**src/inc/psa_cfg.svh**
```systemverilog
`ifndef PSA_CFG_SVH
`define PSA_CFG_SVH
`define PSA_LEG_MASTERS 7
`define PSA_SEGB_MASTERS 3
`define PSA_SEGC_MASTERS 4
`define PSA_LEG_WIDTH 32
`define PSA_WIDE_WIDTH 64
`define PSA_SEL_VIDEO 18
`define PSA_SEL_NET1 19
`define PSA_SEL_NET2 20
`define PSA_SEL_SLOTA 24
`define PSA_SEL_SLOTB 25
`define PSA_SEL_SOUTH 31
`define PSA_SEL_STORAGE 20
`define PSA_CLK_FAST_MHZ 66
`define PSA_CLK_SLOW_MHZ 33
`endif

```
**src/inc/psa_pkg.sv**
```systemverilog
package psa_pkg;
  typedef enum logic [2:0] {
    PSA_IDLE  = 3'h1,
    PSA_GRANT = 3'h2,
    PSA_BUSY  = 3'h4
  } psa_state_t;
endpackage

```
**src/inc/psa_arb_if.sv**
```systemverilog
`timescale 1ns/1ps
`default_nettype none
interface psa_arb_if #(parameter int N = 3);
  logic [N-1:0] req;
  logic [N-1:0] gnt;
  logic         frame;
  modport arb (input req, input frame, output gnt);
  modport top (output req, output frame, input gnt);
endinterface
`default_nettype wire

```
**src/rtl/psa_lru_arb.sv**
```systemverilog
`timescale 1ns/1ps
`default_nettype none
module psa_lru_arb #(
  parameter int N = 3
) (
  // clock and reset
  input  wire logic ref_clk_i,
  input  wire logic rst_i,
  // masters
  psa_arb_if.arb    bus
);
  import psa_pkg::*;
  localparam int IW = (N > 1) ? $clog2(N) : 1;

  // order_ff[0] is least recently granted
  logic [IW-1:0] order_ff [N];
  logic [IW-1:0] nxt_order [N];
  logic [N-1:0]  gnt_ff;
  logic [N-1:0]  nxt_gnt;
  psa_state_t    state_ff;
  psa_state_t    nxt_state;
  logic          found;
  logic [IW-1:0] pos;
  logic [IW-1:0] win;

  assign bus.gnt = gnt_ff;

  always_comb begin
    found = 1'b0;
    pos   = '0;
    win   = '0;
    for (int i = 0; i < N; i++) begin
      if (!found && bus.req[order_ff[i]]) begin
        found = 1'b1;
        pos   = IW'(i);
        win   = order_ff[i];
      end
    end
  end

  always_comb begin
    nxt_state = state_ff;
    nxt_gnt   = gnt_ff;
    for (int i = 0; i < N; i++) begin
      nxt_order[i] = order_ff[i];
    end
    unique case (state_ff)
      PSA_IDLE: begin
        nxt_gnt = '0;
        if (found) begin
          nxt_gnt[win] = 1'b1;
          nxt_state    = PSA_GRANT;
          for (int i = 0; i < N - 1; i++) begin
            if (i >= int'(pos)) begin
              nxt_order[i] = order_ff[i+1];
            end
          end
          nxt_order[N-1] = win;
        end
      end
      PSA_GRANT: begin
        if (bus.frame) begin
          nxt_state = PSA_BUSY;
        end else if ((bus.req & gnt_ff) == '0) begin
          nxt_gnt   = '0;
          nxt_state = PSA_IDLE;
        end
      end
      PSA_BUSY: begin
        nxt_gnt = '0;
        if (!bus.frame) begin
          nxt_state = PSA_IDLE;
        end
      end
      default: begin
        nxt_gnt   = '0;
        nxt_state = PSA_IDLE;
      end
    endcase
  end

  always_ff @(posedge ref_clk_i) begin
    if (rst_i) begin
      state_ff <= PSA_IDLE;
      gnt_ff   <= '0;
      for (int i = 0; i < N; i++) begin
        order_ff[i] <= IW'(i);
      end
    end else begin
      state_ff <= nxt_state;
      gnt_ff   <= nxt_gnt;
      for (int i = 0; i < N; i++) begin
        order_ff[i] <= nxt_order[i];
      end
    end
  end
endmodule
`default_nettype wire

```
**src/rtl/psa_segments.sv**
```systemverilog
`timescale 1ns/1ps
`default_nettype none
`include "psa_cfg.svh"
module psa_segments #(
  parameter int LEG_N  = `PSA_LEG_MASTERS,
  parameter int SEGB_N = `PSA_SEGB_MASTERS,
  parameter int SEGC_N = `PSA_SEGC_MASTERS
) (
  // clock and reset
  input  wire logic                     ref_clk_i,
  input  wire logic                     rst_i,
  // legacy segment: 0 video,1..2 net,3..4 slots,5 south,6 host bridge
  input  wire logic [LEG_N-1:0]         legacy_request_n_i,
  input  wire logic                     legacy_frame_n_i,
  output logic      [LEG_N-1:0]         legacy_grant_n_o,
  // wide segment b: 0..1 slots, 2 io bridge
  input  wire logic [SEGB_N-1:0]        segb_request_n_i,
  input  wire logic                     segb_frame_n_i,
  output logic      [SEGB_N-1:0]        segb_grant_n_o,
  // wide segment c: 0 storage, 1..2 slots, 3 io bridge
  input  wire logic [SEGC_N-1:0]        segc_request_n_i,
  input  wire logic                     segc_frame_n_i,
  output logic      [SEGC_N-1:0]        segc_grant_n_o,
  // configuration address per segment
  input  wire logic [`PSA_LEG_WIDTH-1:0] legacy_ad_i,
  input  wire logic [`PSA_LEG_WIDTH-1:0] segb_ad_i,
  input  wire logic [`PSA_LEG_WIDTH-1:0] segc_ad_i,
  output logic      [5:0]                legacy_idsel_o,
  output logic      [1:0]                segb_idsel_o,
  output logic      [2:0]                segc_idsel_o,
  // slow-card presence and clock rate select
  input  wire logic [1:0]               segb_slow_card_i,
  input  wire logic [1:0]               segc_slow_card_i,
  output logic                          segb_slow_clk_o,
  output logic                          segc_slow_clk_o,
  // embedded legacy device disables
  input  wire logic [2:0]               legacy_disable_req_i,
  output logic      [2:0]               legacy_disable_o
);
  import psa_pkg::*;

  psa_arb_if #(.N(LEG_N))  leg_if ();
  psa_arb_if #(.N(SEGB_N)) segb_if ();
  psa_arb_if #(.N(SEGC_N)) segc_if ();

  logic [5:0] leg_sel_ff;
  logic [5:0] nxt_leg_sel;
  logic [1:0] segb_sel_ff;
  logic [1:0] nxt_segb_sel;
  logic [2:0] segc_sel_ff;
  logic [2:0] nxt_segc_sel;
  logic       segb_slow_ff;
  logic       nxt_segb_slow;
  logic       segc_slow_ff;
  logic       nxt_segc_slow;
  logic [2:0] dis_ff;
  logic [2:0] nxt_dis;

  // active-low pins to internal high-true
  assign leg_if.req    = ~legacy_request_n_i;
  assign leg_if.frame  = ~legacy_frame_n_i;
  assign segb_if.req   = ~segb_request_n_i;
  assign segb_if.frame = ~segb_frame_n_i;
  assign segc_if.req   = ~segc_request_n_i;
  assign segc_if.frame = ~segc_frame_n_i;
  assign legacy_grant_n_o = ~leg_if.gnt;
  assign segb_grant_n_o   = ~segb_if.gnt;
  assign segc_grant_n_o   = ~segc_if.gnt;

  psa_lru_arb #(.N(LEG_N)) u_leg_arb (
    .ref_clk_i (ref_clk_i),
    .rst_i     (rst_i),
    .bus       (leg_if.arb)
  );
  psa_lru_arb #(.N(SEGB_N)) u_segb_arb (
    .ref_clk_i (ref_clk_i),
    .rst_i     (rst_i),
    .bus       (segb_if.arb)
  );
  psa_lru_arb #(.N(SEGC_N)) u_segc_arb (
    .ref_clk_i (ref_clk_i),
    .rst_i     (rst_i),
    .bus       (segc_if.arb)
  );

  always_comb begin
    nxt_leg_sel = {legacy_ad_i[`PSA_SEL_SOUTH], legacy_ad_i[`PSA_SEL_SLOTB],
                   legacy_ad_i[`PSA_SEL_SLOTA], legacy_ad_i[`PSA_SEL_NET2],
                   legacy_ad_i[`PSA_SEL_NET1], legacy_ad_i[`PSA_SEL_VIDEO]};
    nxt_segb_sel = {segb_ad_i[`PSA_SEL_SLOTB], segb_ad_i[`PSA_SEL_SLOTA]};
    nxt_segc_sel = {segc_ad_i[`PSA_SEL_SLOTB], segc_ad_i[`PSA_SEL_SLOTA],
                    segc_ad_i[`PSA_SEL_STORAGE]};
    nxt_segb_slow = |segb_slow_card_i;
    nxt_segc_slow = |segc_slow_card_i;
    nxt_dis       = legacy_disable_req_i;
  end

  always_ff @(posedge ref_clk_i) begin
    if (rst_i) begin
      leg_sel_ff   <= 6'h00;
      segb_sel_ff  <= 2'h0;
      segc_sel_ff  <= 3'h0;
      segb_slow_ff <= 1'b0;
      segc_slow_ff <= 1'b0;
      dis_ff       <= 3'h0;
    end else begin
      leg_sel_ff   <= nxt_leg_sel;
      segb_sel_ff  <= nxt_segb_sel;
      segc_sel_ff  <= nxt_segc_sel;
      segb_slow_ff <= nxt_segb_slow;
      segc_slow_ff <= nxt_segc_slow;
      dis_ff       <= nxt_dis;
    end
  end

  assign legacy_idsel_o   = leg_sel_ff;
  assign segb_idsel_o     = segb_sel_ff;
  assign segc_idsel_o     = segc_sel_ff;
  assign segb_slow_clk_o  = segb_slow_ff;
  assign segc_slow_clk_o  = segc_slow_ff;
  assign legacy_disable_o = dis_ff;
endmodule
`default_nettype wire

```
**config.mk**
```make
export PLATFORM = sky130hd
export DESIGN_NAME = psa_segments
export DESIGN_NICKNAME = d
export VERILOG_FILES = /design/src/inc/psa_pkg.sv /design/src/inc/psa_arb_if.sv /design/src/rtl/psa_lru_arb.sv /design/src/rtl/psa_segments.sv
export VERILOG_INCLUDE_DIRS = /design/src /design/src/inc
export SDC_FILE = /design/constraint.sdc
export NUM_CORES = 1
export LEC_CHECK = 0
export BUFFER_PORTS_ARGS = -buffer_cell sky130_fd_sc_hd__buf_4
export CAP_MARGIN = 20
export CORE_MARGIN = 3
export CORE_UTILIZATION = 40
export CTS_CLUSTER_DIAMETER = 60
export DETAILED_ROUTE_END_ITERATION = 16
export GPL_ROUTABILITY_DRIVEN = 0
export PLACE_DENSITY = 0.63
export REMOVE_ABC_BUFFERS = 1
export SLEW_MARGIN = 20
export SYNTH_ARGS = -nofsm -noshare
export SYNTH_HDL_FRONTEND = slang
export SYNTH_HIERARCHICAL = 1
export SYNTH_SLANG_ARGS = --single-unit
```
**constraint.sdc**
```tcl
create_clock -name ref_clk_i -period 2.6 [get_ports ref_clk_i]
set_input_delay 0.26 -clock ref_clk_i [delete_from_list [all_inputs] [get_ports ref_clk_i]]
set_output_delay 0.26 -clock ref_clk_i [all_outputs]
set_load 0.02 [all_outputs]
```
==> results of run 1 <==
[worst max-delay path, cell delays in order (launching register included)]
cell and delay, ns:
sky130_fd_sc_hd__dfxtp_4 0.40, sky130_fd_sc_hd__mux2_2 0.36, sky130_fd_sc_hd__mux4_2 0.50, sky130_fd_sc_hd__a21oi_4 0.17
sky130_fd_sc_hd__buf_4 0.14, sky130_fd_sc_hd__a41oi_1 0.11, sky130_fd_sc_hd__o31a_2 0.16, sky130_fd_sc_hd__o21a_1 0.24
sky130_fd_sc_hd__o41ai_1 0.37
[sequential cells by signal (all words and copies together) (netlist names)]
register	cells
segb_slow_clk_o	1
u_segc_arb/state_ff	3
segb_idsel_o	2
u_segb_arb/order_ff	6
legacy_idsel_o	6
u_segb_arb/bus.gnt	3
segc_idsel_o	3
u_segc_arb/bus.gnt	4
u_segc_arb/order_ff	8
segc_slow_clk_o	1
u_leg_arb/bus.gnt	7
u_segb_arb/state_ff	3
legacy_disable_o	3
u_leg_arb/order_ff	21
u_leg_arb/state_ff	3
[placed cells by master (no fill, tap or decap), types with 5 or more instances in the layout]
cell,synthesis,final
sky130_fd_sc_hd__clkbuf_8,1,9
sky130_fd_sc_hd__buf_4,1,116
sky130_fd_sc_hd__nor3_1,8,8
sky130_fd_sc_hd__o21ai_0,13,12
sky130_fd_sc_hd__o2bb2ai_1,5,5
sky130_fd_sc_hd__a21oi_1,27,26
sky130_fd_sc_hd__inv_1,39,39
sky130_fd_sc_hd__a22oi_1,5,5
sky130_fd_sc_hd__dfxtp_1,74,70
sky130_fd_sc_hd__nand2_1,50,50
sky130_fd_sc_hd__nor2b_1,15,15
sky130_fd_sc_hd__a31oi_1,5,5
sky130_fd_sc_hd__nand3_1,16,16
sky130_fd_sc_hd__o211ai_1,5,5
sky130_fd_sc_hd__nand2b_1,14,14
sky130_fd_sc_hd__mux4_2,5,5
sky130_fd_sc_hd__mux2_2,8,9
sky130_fd_sc_hd__nand3b_1,9,9
sky130_fd_sc_hd__mux2i_1,48,48
sky130_fd_sc_hd__nor2_1,30,30
sky130_fd_sc_hd__and2b_1,6,6
[how the worst max path moves through the flow]
stage                                 to                startpoint
floorplan           u_leg_arb/bus.gnt[0]  u_leg_arb/order_ff[2][1]
global placement    u_leg_arb/bus.gnt[6]     legacy_request_n_i[3]
detailed placement  u_leg_arb/bus.gnt[6]     legacy_request_n_i[4]
CTS                 u_leg_arb/bus.gnt[6]  u_leg_arb/order_ff[2][1]
global route        u_leg_arb/bus.gnt[5]  u_leg_arb/order_ff[2][1]
finish              u_leg_arb/bus.gnt[6]  u_leg_arb/order_ff[2][1]
[layer usage]
metal  part of all wire  GRT usage  vias up
met2               0.50     0.3058       83
met4              0.013    0.04433        0
met5                  0          0        -
met3              0.040    0.04877        8
li1                   -          -     1962
met1               0.45     0.2238     1864
[logic make-up (layout without fill, tap and decap cells)]
| family | Yosys count | after routing | share of synthesized area |
|---|---|---|---|
| AO/OA/AOI/OAI | 106 | 106 | 0.1795 |
| flip-flops | 74 | 74 | 0.3390 |
| multiplexers | 66 | 66 | 0.1804 |
| buffers and inverters | 66 | 172 | 0.07729 |
| XOR/XNOR | 3 | 3 | 0.006013 |
| AND/OR/NAND/NOR | 178 | 178 | 0.2179 |
[power by group]
group	switching (mW)	internal, mW	total, mW
Clock	0.461	0.544	1.01
Sequential	0.374	1.42	1.79
Combinational	1.17	1.19	2.35
[timing repair]
item,4_1_cts,5_1_grt
endpoints found under the hold margin,0,0
pin swaps,0,2
endpoints found under the setup margin,3,8
setup buffers,0,4
resized for setup,1,12
[cell usage after synthesis, drive strengths merged (7+ instances only)]
| cell type | count |
|---|---|
| nand2 | 50 |
| mux4 | 8 |
| dfxtp | 74 |
| a21oi | 28 |
| clkbuf | 12 |
| nand2b | 14 |
| and2b | 7 |
| buf | 14 |
| nor2b | 15 |
| o21ai | 16 |
| inv | 40 |
| nand3b | 9 |
| mux2i | 48 |
| mux2 | 10 |
| nor2 | 30 |
| nor3 | 8 |
| nand3 | 16 |
[area by class of cell]
cell class,count,area [sq um]
Clock buffer,10,127.6
Clock inverter,6,90.09
Fill cell,1026,4986
Inverter,40,150.1
Multi-Input combinational cell,353,2579
Sequential cell,74,1489
Tap cell,136,170.2
Timing Repair Buffer,116,870.8
[through the flow]
| stage | std cells | utilization | hold slack [ns] | cell area [sq um] |
|---|---|---|---|---|
| floorplan | 467 | - | 0.3291 | 4183 |
| detailed placement | 715 | 0.4964 | 0.4687 | 5194 |
| finish | 735 | 0.5234 | 0.09939 | 5477 |
| global placement | 715 | 0.4964 | 0.4636 | 5194 |
| CTS | 731 | 0.5173 | 0.08223 | 5413 |
| global route | 735 | 0.5234 | 0.08013 | 5477 |
==> impl_summary.txt, run 1 <==
----------------------------------------------------
[STA]
  Worst Max-Slew Pin Slew ... 1.014 ns
  Final period utilization ... 0.9746
  Relative slew slack ... 0.3179
  Count of endpoints failing setup in the final report ... 0
  Worst setup skew after layout ... 0.006930 ns
  Clock period minus final worst setup slack ... 2.534 ns
  Final-report max-slew violation count ... 0
  Setup TNS Final ... 0 ns
  Slack of the critical path ... 0.06601 ns
  Maximum operating frequency ... 0.3946 GHz
  Number of hold violations in the final report ... 0

[Worst setup path]
  Arr. time, crit path ... 2.79 ns
  Flop2flop setup slack ... 0.07 ns
  Cell count of the worst reg-to-reg path ... 8
  Crit path kind ... reg2reg
  Category of the worst setup path capture point ... register
  Start of the worst register-to-register path ... u_leg_arb/order_ff[2][1]
  Kind of start point of the critical path ... register
  Reg-to-reg endpoint ... u_leg_arb/bus.gnt[6]
  Crit path required time ... 2.85 ns
  Largest fanout on the critical path ... 6

[Synth]
  Top cells by area in the synthesized netlist ... sky130_fd_sc_hd__dfxtp_1, sky130_fd_sc_hd__mux2i_1, sky130_fd_sc_hd__nand2_1
  Post-synthesis instance area ... 0.004370 sq mm
  Post-Synthesis Mean Instance Area ... 8.865 sq um
  Synthesized flop and latch total ... 74
  Number of flops mapped to enable cells by yosys ... 0
  Synthesized netlist cell count ... 493
  Top cell type by total area after synthesis ... sky130_fd_sc_hd__dfxtp_1
  Number of warnings issued by yosys ... 6
  Async set-or-reset flop fraction in the synthesized netlist ... 0
  Seq/Total Area, Yosys ... 0.3390
  Number of unique standard cell types used by synthesis ... 80
  Portion of synthesized cell area occupied by the leading cell type ... 0.3390
  Main synth FF type ... sky130_fd_sc_hd__dfxtp_1

[Power and ir drop]
  Worst vdd ir ... 0.4440 mV
  Power after layout ... 5.149 mW
  Pwr/cell area ... 940.1 mW/mm^2
  Reported leakage power ... 2.436 nW

[Clock network]
  Total CTS buffers ... 9
  Clock net sink count ... 74
  Post-cts hold buffer count ... 0
  Clock insertion delay at the later pin of the skew report ... 0.36 ns
  CTS tree ... yes
  Number of H-tree levels ... 3
  Clock transition at the registers of the reported paths ... 0.08 ns
  Max Root-Sink Buffers ... 2
  Root buffer cell ... sky130_fd_sc_hd__clkbuf_8

[Floorplan]
  Starting density of the core ... 0.4177
  Die extent in x ... 110.5 microns
  Standard-cell rows ... 37
  I/O Pins ... 152
  Die Span Y ... 110.5 microns
  Die Footprint ... 0.01222 sq mm
  Core region area ... 0.01046 sq mm

[Global routing]
  Maximum number of pins on one net before global-route repair ... 34
  Remaining global-route overflow ... 0
  First-pass GRT wire length ... 18410 microns
  Antenna violations before repair ... 0
  Via count of the first global-routing pass ... 3897
  Gr usage total ... 0.1791

[Detailed routing]
  Violation count after the first detailed-route iteration ... 153
  Number of nets with antenna violations after detailed routing ... 0
  Vias post-DR ... 3917
  DR DRC count ... 0
  Detailed-routing iteration count for the pre-antenna-repair pass ... 4
  Per-cell routed wire length ... 14.60 microns
  Final WL ... 10730 microns
  Via density ... 5.329

[Worst hold path]
  Hold_sp ... legacy_ad_i[31]
  Min-Delay Path Depth ... 2
  Kind of path behind the tightest hold check ... in2reg
  Hold worst-path end ... legacy_idsel_o[5]

[Flow run]
  Number of max-capacitance violations reported ... 0

[Cells and area]
  Layout Area Growth over Synthesis ... 25.31%
  Fraction of final layout cells with drive strength greater than 1 ... 0.2988
  Net count of the finished layout ... 716
  Ant diodes ... 0

[Placement]
  Hpwl dp ... 7668 microns
  Post-placement worst setup slack ... -0.1033 ns
  Number of port buffers ... 66

[Run status]
  Outcome ... completed

----------------------------------------------------
Power figures use the tool's default switching activity.
==> run 2, diff against run 1 <==
--- a/config.mk
+++ b/config.mk
@@ -13,7 +13,7 @@
 export CTS_CLUSTER_DIAMETER = 60
 export DETAILED_ROUTE_END_ITERATION = 16
 export GPL_ROUTABILITY_DRIVEN = 0
-export PLACE_DENSITY = 0.63
+export PLACE_DENSITY = 0.66
 export REMOVE_ABC_BUFFERS = 1
 export SLEW_MARGIN = 20
 export SYNTH_ARGS = -nofsm -noshare
==> constraint.sdc (replaced) <==
create_clock -name ref_clk_i -period 2.3 [get_ports ref_clk_i]
set_input_delay 0.23 -clock ref_clk_i [delete_from_list [all_inputs] [get_ports ref_clk_i]]
set_output_delay 0.23 -clock ref_clk_i [all_outputs]
set_load 0.02 [all_outputs]
==> impl_summary.txt, run 2 (synthesis results as in run 1) <==
----------------------------------------------------
[Worst setup path]
  Number of buffers and inverters on the critical path ... 1 (unchanged)
  Critical path's slowest cell ... sky130_fd_sc_hd__mux4_2
  Cell-by-cell trace of the critical path ... mux2_4 > mux4_2 > a21oi_4 > and3_4 > buf_6 > o21ai_4 > a21o_4 > o41ai_2
  Critical Path Max Stage Delay ... 0.50 ns (about the same)
  Kind of start point of the critical path ... register
  Crit path kind ... reg2reg
  Startpoint of the most critical setup path ... u_leg_arb/order_ff[2][1]
  Cell count of the worst reg-to-reg path ... 8 (unchanged)
  Category of the worst setup path capture point ... register
  CP Depth ... 8 (unchanged)
  Arr. time, crit path ... 2.70 ns (-0.09 ns)
  Crit path required time ... 2.57 ns (-0.28 ns)
  Start of the worst register-to-register path ... u_leg_arb/order_ff[2][1]
  Largest fanout on the critical path ... 6 (unchanged)
  Crit path max-delay family ... multiplexers

[Clock network]
  Total CTS buffers ... 9 (unchanged)
  Clock insertion delay at the later pin of the skew report ... 0.37 ns (about the same)
  Clock net sink count ... 74 (unchanged)
  Number of H-tree levels ... 3 (unchanged)
  Clock transition at the registers of the reported paths ... 0.09 ns (about the same)
  Root buffer cell ... sky130_fd_sc_hd__clkbuf_8
  Post-cts hold buffer count ... 0 (unchanged)
  CTS tree ... yes
  Max Root-Sink Buffers ... 2 (unchanged)

[Run status]
  Failing checks ... setup timing
  Outcome ... finished with violations

[Floorplan]
  Die extent in x ... 110.5 microns (unchanged)
  Starting density of the core ... 0.4177 (unchanged)
  Core region area ... 0.01046 sq mm (unchanged)
  I/O Pins ... 152 (unchanged)
  Die Span Y ... 110.5 microns (unchanged)
  Die Footprint ... 0.01222 sq mm (unchanged)
  Standard-cell rows ... 37 (unchanged)

[Cells and area]
  Post-route cell area ... 0.005813 sq mm (+6.1%)
  Filler cell count in the final layout ... 944 (-8.0%)
  Layout Area Growth over Synthesis ... 33.01%
  Flip-flop count of the largest register, all copies and words added ... 21 (unchanged)
  Register ranked first by flip-flop count ... u_leg_arb/order_ff
  Most common cell after layout, fill and taps aside ... sky130_fd_sc_hd__buf_4
  Commonest non-fill, non-tap cells in the layout ... sky130_fd_sc_hd__buf_4, sky130_fd_sc_hd__dfxtp_1, sky130_fd_sc_hd__nand2_1
  Fraction of final layout cells with drive strength greater than 1 ... 0.3642 (+0.06540)
  Ant diodes ... 0 (unchanged)
  Net count of the finished layout ... 732 (+2.2%)

[Global routing]
  Antenna violations before repair ... 0 (unchanged)
  First-pass GRT wire length ... 18990 microns (+3.1%)
  Maximum number of pins on one net before global-route repair ... 37 (+8.8%)
  Via count of the first global-routing pass ... 4036 (+3.6%)
  Gr usage total ... 0.1869 (+0.007817)
  Remaining global-route overflow ... 0 (unchanged)

[Detailed routing]
  DR DRC count ... 0 (unchanged)
  Detailed-routing iteration count for the pre-antenna-repair pass ... 4 (unchanged)
  Vias post-DR ... 4088 (+4.4%)
  Per-cell routed wire length ... 15.61 microns (+6.9%)
  Final WL ... 11720 microns (+9.3%)
  Violation count after the first detailed-route iteration ... 213 (+39%)
  Via density ... 5.443 (+2.1%)
  Number of nets with antenna violations after detailed routing ... 0 (unchanged)

[Power and ir drop]
  Reported leakage power ... 2.555 nW (+4.9%)
  NetSw ... 2.511 mW (+25%)
  Sequential Power Share ... 0.329 (-0.019)
  Switching share of total power ... 0.4103 (+0.02176)
  Pwr/cell area ... 1053 mW/mm^2 (+12%)
  Worst vdd ir ... 0.4886 mV (+10%)
  Comb pwr share ... 0.519 (+0.062)
  Internal power consumption ... 3.608 mW (+15%)
  Clock network fraction of design power ... 0.152 (-0.043)
  Power after layout ... 6.119 mW (+19%)

[Flow run]
  Number of max-capacitance violations reported ... 0 (unchanged)

[Placement]
  Cell area after placement ... 0.005326 sq mm (+2.6%)
  Number of port buffers ... 66 (unchanged)
  Hpwl dp ... 8509 microns (+11%)

[STA]
  Worst setup skew after layout ... 0.009534 ns (+0.002603 ns)
  Count of endpoints failing setup in the final report ... 11 (+11)
  Final-report max-slew violation count ... 0 (unchanged)
  RSZ-0062 raised after global routing ... yes
  Final period utilization ... 1.054 (+0.07945)
  Setup TNS Final ... -0.8531 ns (-0.8531 ns)
  Clock period minus final worst setup slack ... 2.424 ns (-0.1096 ns)
  Worst-case hold slack ... 0.06317 ns (-0.03622 ns)
  Relative slew slack ... 0.5757 (+0.2579)
  Number of hold violations in the final report ... 0 (unchanged)
  Slack of the critical path ... -0.1243 ns (-0.1904 ns)
  Worst Max-Slew Pin Slew ... 0.6275 ns (-0.3863 ns)
  Maximum operating frequency ... 0.4125 GHz (+4.5%)

[Worst hold path]
  Min-Delay Path Depth ... 2 (unchanged)
  Kind of path behind the tightest hold check ... in2reg
  Hold_sp ... segb_slow_card_i[0]

----------------------------------------------------
## run 2: path summary, 6_finish.rpt
check	to	slack (ns)
setup / recovery	u_leg_arb/bus.gnt[0]	-0.12
hold / removal	segb_slow_clk_o	0.06
setup reg to reg	u_leg_arb/bus.gnt[0]	-0.12
hold reg to reg	u_segc_arb/bus.gnt[3]	0.49
## run 2: metal layers
metal  vias up  global-route usage  part of all wire
li1       1999                   -                 -
met1      1971              0.2194              0.42
met2        96              0.3313              0.50
met3        22             0.03452             0.049
met4         0             0.08046             0.024
met5         -                   0                 0
## run 2: area by class of cell
type | count | area (sq um) | share of cell area
Clock buffer | 9 | 123.9 | 0.02131
Clock inverter | 7 | 53.80 | 0.009255
Inverter | 40 | 150.1 | 0.02583
Multi-Input combinational cell | 353 | 2789 | 0.4798
Sequential cell | 74 | 1493 | 0.2568
Tap cell | 136 | 170.2 | 0.02927
Timing Repair Buffer | 132 | 1033 | 0.1778
## run 2: repair_timing
action                                  CTS  global route
pin swaps                                10            18
endpoints found under the setup margin   17            17
gates resized for setup                  25            40
setup buffers                             4             2
## run 2: power by group through the flow
stage	sequential, mW	clock (mW)	combinational (mW)
3_5_place_dp	2.02	0	2.79
2_1_floorplan	1.96	0	1.83
6_report	2.01	0.929	3.18
4_1_cts	2.00	0.975	2.93
5_1_grt	2.07	1.02	3.44
3_3_place_gp	2.00	0	2.73
## run 2: worst register-to-register path, delay by kind of cell (launching register included)
family / cells / cell delay (ns)
muxes: 2 / 0.81
AOI/OAI and AO/OA: 4 / 0.73
and+or+nand+nor: 1 / 0.27
DFF: 1 / 0.40
buffers and inverters: 1 / 0.13
## run 2: through the flow
| stage | setup WS, ns | std cells | util |
|---|---|---|---|
| 2_1_floorplan | -0.07671 | 467 | - |
| 3_3_place_gp | -0.2996 | 731 | 0.5091 |
| 3_5_place_dp | -0.3822 | 731 | 0.5091 |
| 4_1_cts | -0.1479 | 751 | 0.5367 |
| 5_1_grt | -0.1846 | 751 | 0.5556 |
| 6_report | -0.1243 | 751 | 0.5556 |
==> run 3, diff against run 2 <==
--- a/config.mk
+++ b/config.mk
@@ -8,7 +8,7 @@
 export LEC_CHECK = 0
 export BUFFER_PORTS_ARGS = -buffer_cell sky130_fd_sc_hd__buf_4
 export CAP_MARGIN = 20
-export CORE_MARGIN = 3
+export CORE_MARGIN = 8
 export CORE_UTILIZATION = 40
 export CTS_CLUSTER_DIAMETER = 60
 export DETAILED_ROUTE_END_ITERATION = 16
==> constraint.sdc (replaced) <==
create_clock -name ref_clk_i -period 2 [get_ports ref_clk_i]
set_input_delay 0.2 -clock ref_clk_i [delete_from_list [all_inputs] [get_ports ref_clk_i]]
set_output_delay 0.2 -clock ref_clk_i [all_outputs]
set_load 0.02 [all_outputs]
==> impl_summary.txt, run 3 (synthesis results as in run 1) <==
----------------------------------------------------
[Floorplan]
  Die Footprint ... 0.01453 sq mm (+19%)
  Starting density of the core ... 0.4067 (-0.01099)
  I/O Pins ... 152 (unchanged)
  Die extent in x ... 120.5 microns (+9.0%)
  Core region area ... 0.01075 sq mm (+2.7%)
  Standard-cell rows ... 38 (+2.7%)
  Die Span Y ... 120.5 microns (+9.0%)

[Cells and area]
  Util after Layout ... 0.5460 (-0.009615)
  Register ranked first by flip-flop count ... u_leg_arb/order_ff
  Commonest non-fill, non-tap cells in the layout ... sky130_fd_sc_hd__buf_4, sky130_fd_sc_hd__dfxtp_1, sky130_fd_sc_hd__mux2i_1, sky130_fd_sc_hd__nand2_1, sky130_fd_sc_hd__inv_1
  Layout Area Growth over Synthesis ... 34.24%
  Most common cell after layout, fill and taps aside ... sky130_fd_sc_hd__buf_4
  Post-route cell area ... 0.005867 sq mm (+0.93%)
  Net count of the finished layout ... 743 (+1.5%)
  Flip-flop count of the largest register, all copies and words added ... 21 (unchanged)
  Ant diodes ... 0 (unchanged)
  Fraction of final layout cells with drive strength greater than 1 ... 0.3578 (-0.006400)

[Worst hold path]
  Min-Delay Path Depth ... 2 (unchanged)
  Kind of path behind the tightest hold check ... in2reg

[Worst setup path]
  Critical Path Max Stage Delay ... 0.45 ns (-0.05 ns)
  Kind of start point of the critical path ... register
  Cell count of the worst reg-to-reg path ... 7 (-1)
  Arr. time, crit path ... 2.61 ns (-0.09 ns)
  Category of the worst setup path capture point ... register
  Critical path's slowest cell ... sky130_fd_sc_hd__dfxtp_1
  Largest fanout on the critical path ... 8 (+2)
  Crit path required time ... 2.26 ns (-0.31 ns)
  Cell-by-cell trace of the critical path ... mux2i_1 > o211ai_1 > nand2_1 > and3_4 > a32o_2 > or3_4 > o41ai_4
  Crit path kind ... reg2reg

[Run status]
  Outcome ... finished with violations
  Failing checks ... setup timing

[Placement]
  Number of port buffers ... 66 (unchanged)
  Post-placement worst setup slack ... -0.5383 ns (-0.1561 ns)
  Hpwl dp ... 9002 microns (+5.8%)
  Cell area after placement ... 0.005386 sq mm (+1.1%)

[STA]
  Count of endpoints failing setup in the final report ... 24 (+13)
  Maximum operating frequency ... 0.4256 GHz (+3.2%)
  Number of hold violations in the final report ... 0 (unchanged)
  Clock period minus final worst setup slack ... 2.350 ns (-0.07452 ns)
  Worst Max-Slew Pin Slew ... 1.084 ns (+0.4567 ns)
  Final-report max-slew violation count ... 0 (unchanged)
  Slack of the critical path ... -0.3498 ns (-0.2255 ns)
  Worst-case hold slack ... 0.04470 ns (-0.01848 ns)
  Final period utilization ... 1.175 (+0.1208)
  Relative slew slack ... 0.2705 (-0.3052)
  RSZ-0062 raised after global routing ... yes
  Worst setup skew after layout ... 0.01217 ns (+0.002633 ns)

[Detailed routing]
  Number of nets with antenna violations after detailed routing ... 0 (unchanged)
  Final WL ... 12200 microns (+4.0%)
  Violation count after the first detailed-route iteration ... 212 (-0.47%)
  Vias post-DR ... 4112 (+0.59%)
  Via density ... 5.368 (-1.4%)
  DR DRC count ... 0 (unchanged)
  Detailed-routing iteration count for the pre-antenna-repair pass ... 5 (+1)
  Per-cell routed wire length ... 15.92 microns (+2.0%)

[Clock network]
  CTS tree ... yes
  Max Root-Sink Buffers ... 2 (unchanged)
  Root buffer cell ... sky130_fd_sc_hd__clkbuf_8
  Clock transition at the registers of the reported paths ... 0.08 ns (about the same)
  Total CTS buffers ... 9 (unchanged)
  Clock insertion delay at the later pin of the skew report ... 0.35 ns (-0.02 ns)
  Clock net sink count ... 74 (unchanged)
  Number of H-tree levels ... 3 (unchanged)

[Power and ir drop]
  Switching share of total power ... 0.3818 (-0.02858)
  Internal power consumption ... 4.537 mW (+26%)
  Sequential Power Share ... 0.306 (-0.023)
  Comb pwr share ... 0.503 (-0.016)
  Worst vdd ir ... 0.5964 mV (+22%)
  Reported leakage power ... 2.649 nW (+3.7%)
  NetSw ... 2.802 mW (+12%)
  Clock network fraction of design power ... 0.191 (+0.039)
  Pwr/cell area ... 1251 mW/mm^2 (+19%)

[Global routing]
  Remaining global-route overflow ... 0 (unchanged)
  First-pass GRT wire length ... 20310 microns (+7.0%)
  Antenna violations before repair ... 0 (unchanged)
  Gr usage total ... 0.1695 (-0.01739)
  Maximum number of pins on one net before global-route repair ... 25 (-32%)
  Via count of the first global-routing pass ... 4235 (+4.9%)

[Flow run]
  Number of max-capacitance violations reported ... 0 (unchanged)

----------------------------------------------------
==> run 3: final timing paths <==
check,endpoint,start,slack (ns)
min reg2reg,u_segc_arb/bus.gnt[1],u_segc_arb/bus.gnt[1],0.49
min,segb_slow_clk_o,segb_slow_card_i[0],0.04
max,u_leg_arb/bus.gnt[6],u_leg_arb/order_ff[3][0],-0.35
max reg2reg,u_leg_arb/bus.gnt[6],u_leg_arb/order_ff[3][0],-0.35
==> run 3: what timing repair did <==
item	in CTS	in global routing
pin swaps	16	9
buffers inserted	6	0
endpoints found under the setup margin	28	34
hold buffers	0	0
gates resized for setup	34	13
endpoints found under the hold margin	0	0
==> run 3: power by group through the flow <==
stage	Sequential (mW)	Combinational, mW	Clock (mW)
2_1_floorplan	2.25	2.11	0
3_3_place_gp	2.24	3.26	0
3_5_place_dp	2.26	3.30	0
4_1_cts	2.24	3.55	1.45
5_1_grt	2.30	4.01	1.50
6_report	2.25	3.69	1.40
==> run 3: cell type report <==
class                           count  area [sq um]
Clock buffer                       10         127.6
Clock inverter                      6         115.1
Fill cell                        1007          4878
Inverter                           40         150.1
Multi-Input combinational cell    353          2729
Sequential cell                    74          1493
Tap cell                          140         175.2
Timing Repair Buffer              143          1077
==> run 3: worst max-delay path, delay by kind of cell (launching register included) <==
kind | cells | cell delay (ns)
AOI/OAI and AO/OA | 3 | 0.92
and+or+nand+nor | 3 | 0.79
DFF | 1 | 0.45
muxes | 1 | 0.11
==> run 3: routing by layer <==
layer  share of wire  GRT usage
met1            0.45     0.2066
met2            0.47     0.2768
met3           0.072    0.05361
met4           0.012    0.05777
met5               0          0
==> run 3: per-stage QoR <==
step                total power, mW  TNS, ns  instances
finish                        7.339   -5.458        766
floorplan                     4.359   -3.840        467
detailed placement            5.560   -8.050        744
global placement              5.495   -6.887        744
global route                  7.816   -7.547        766
CTS                           7.238   -5.062        766
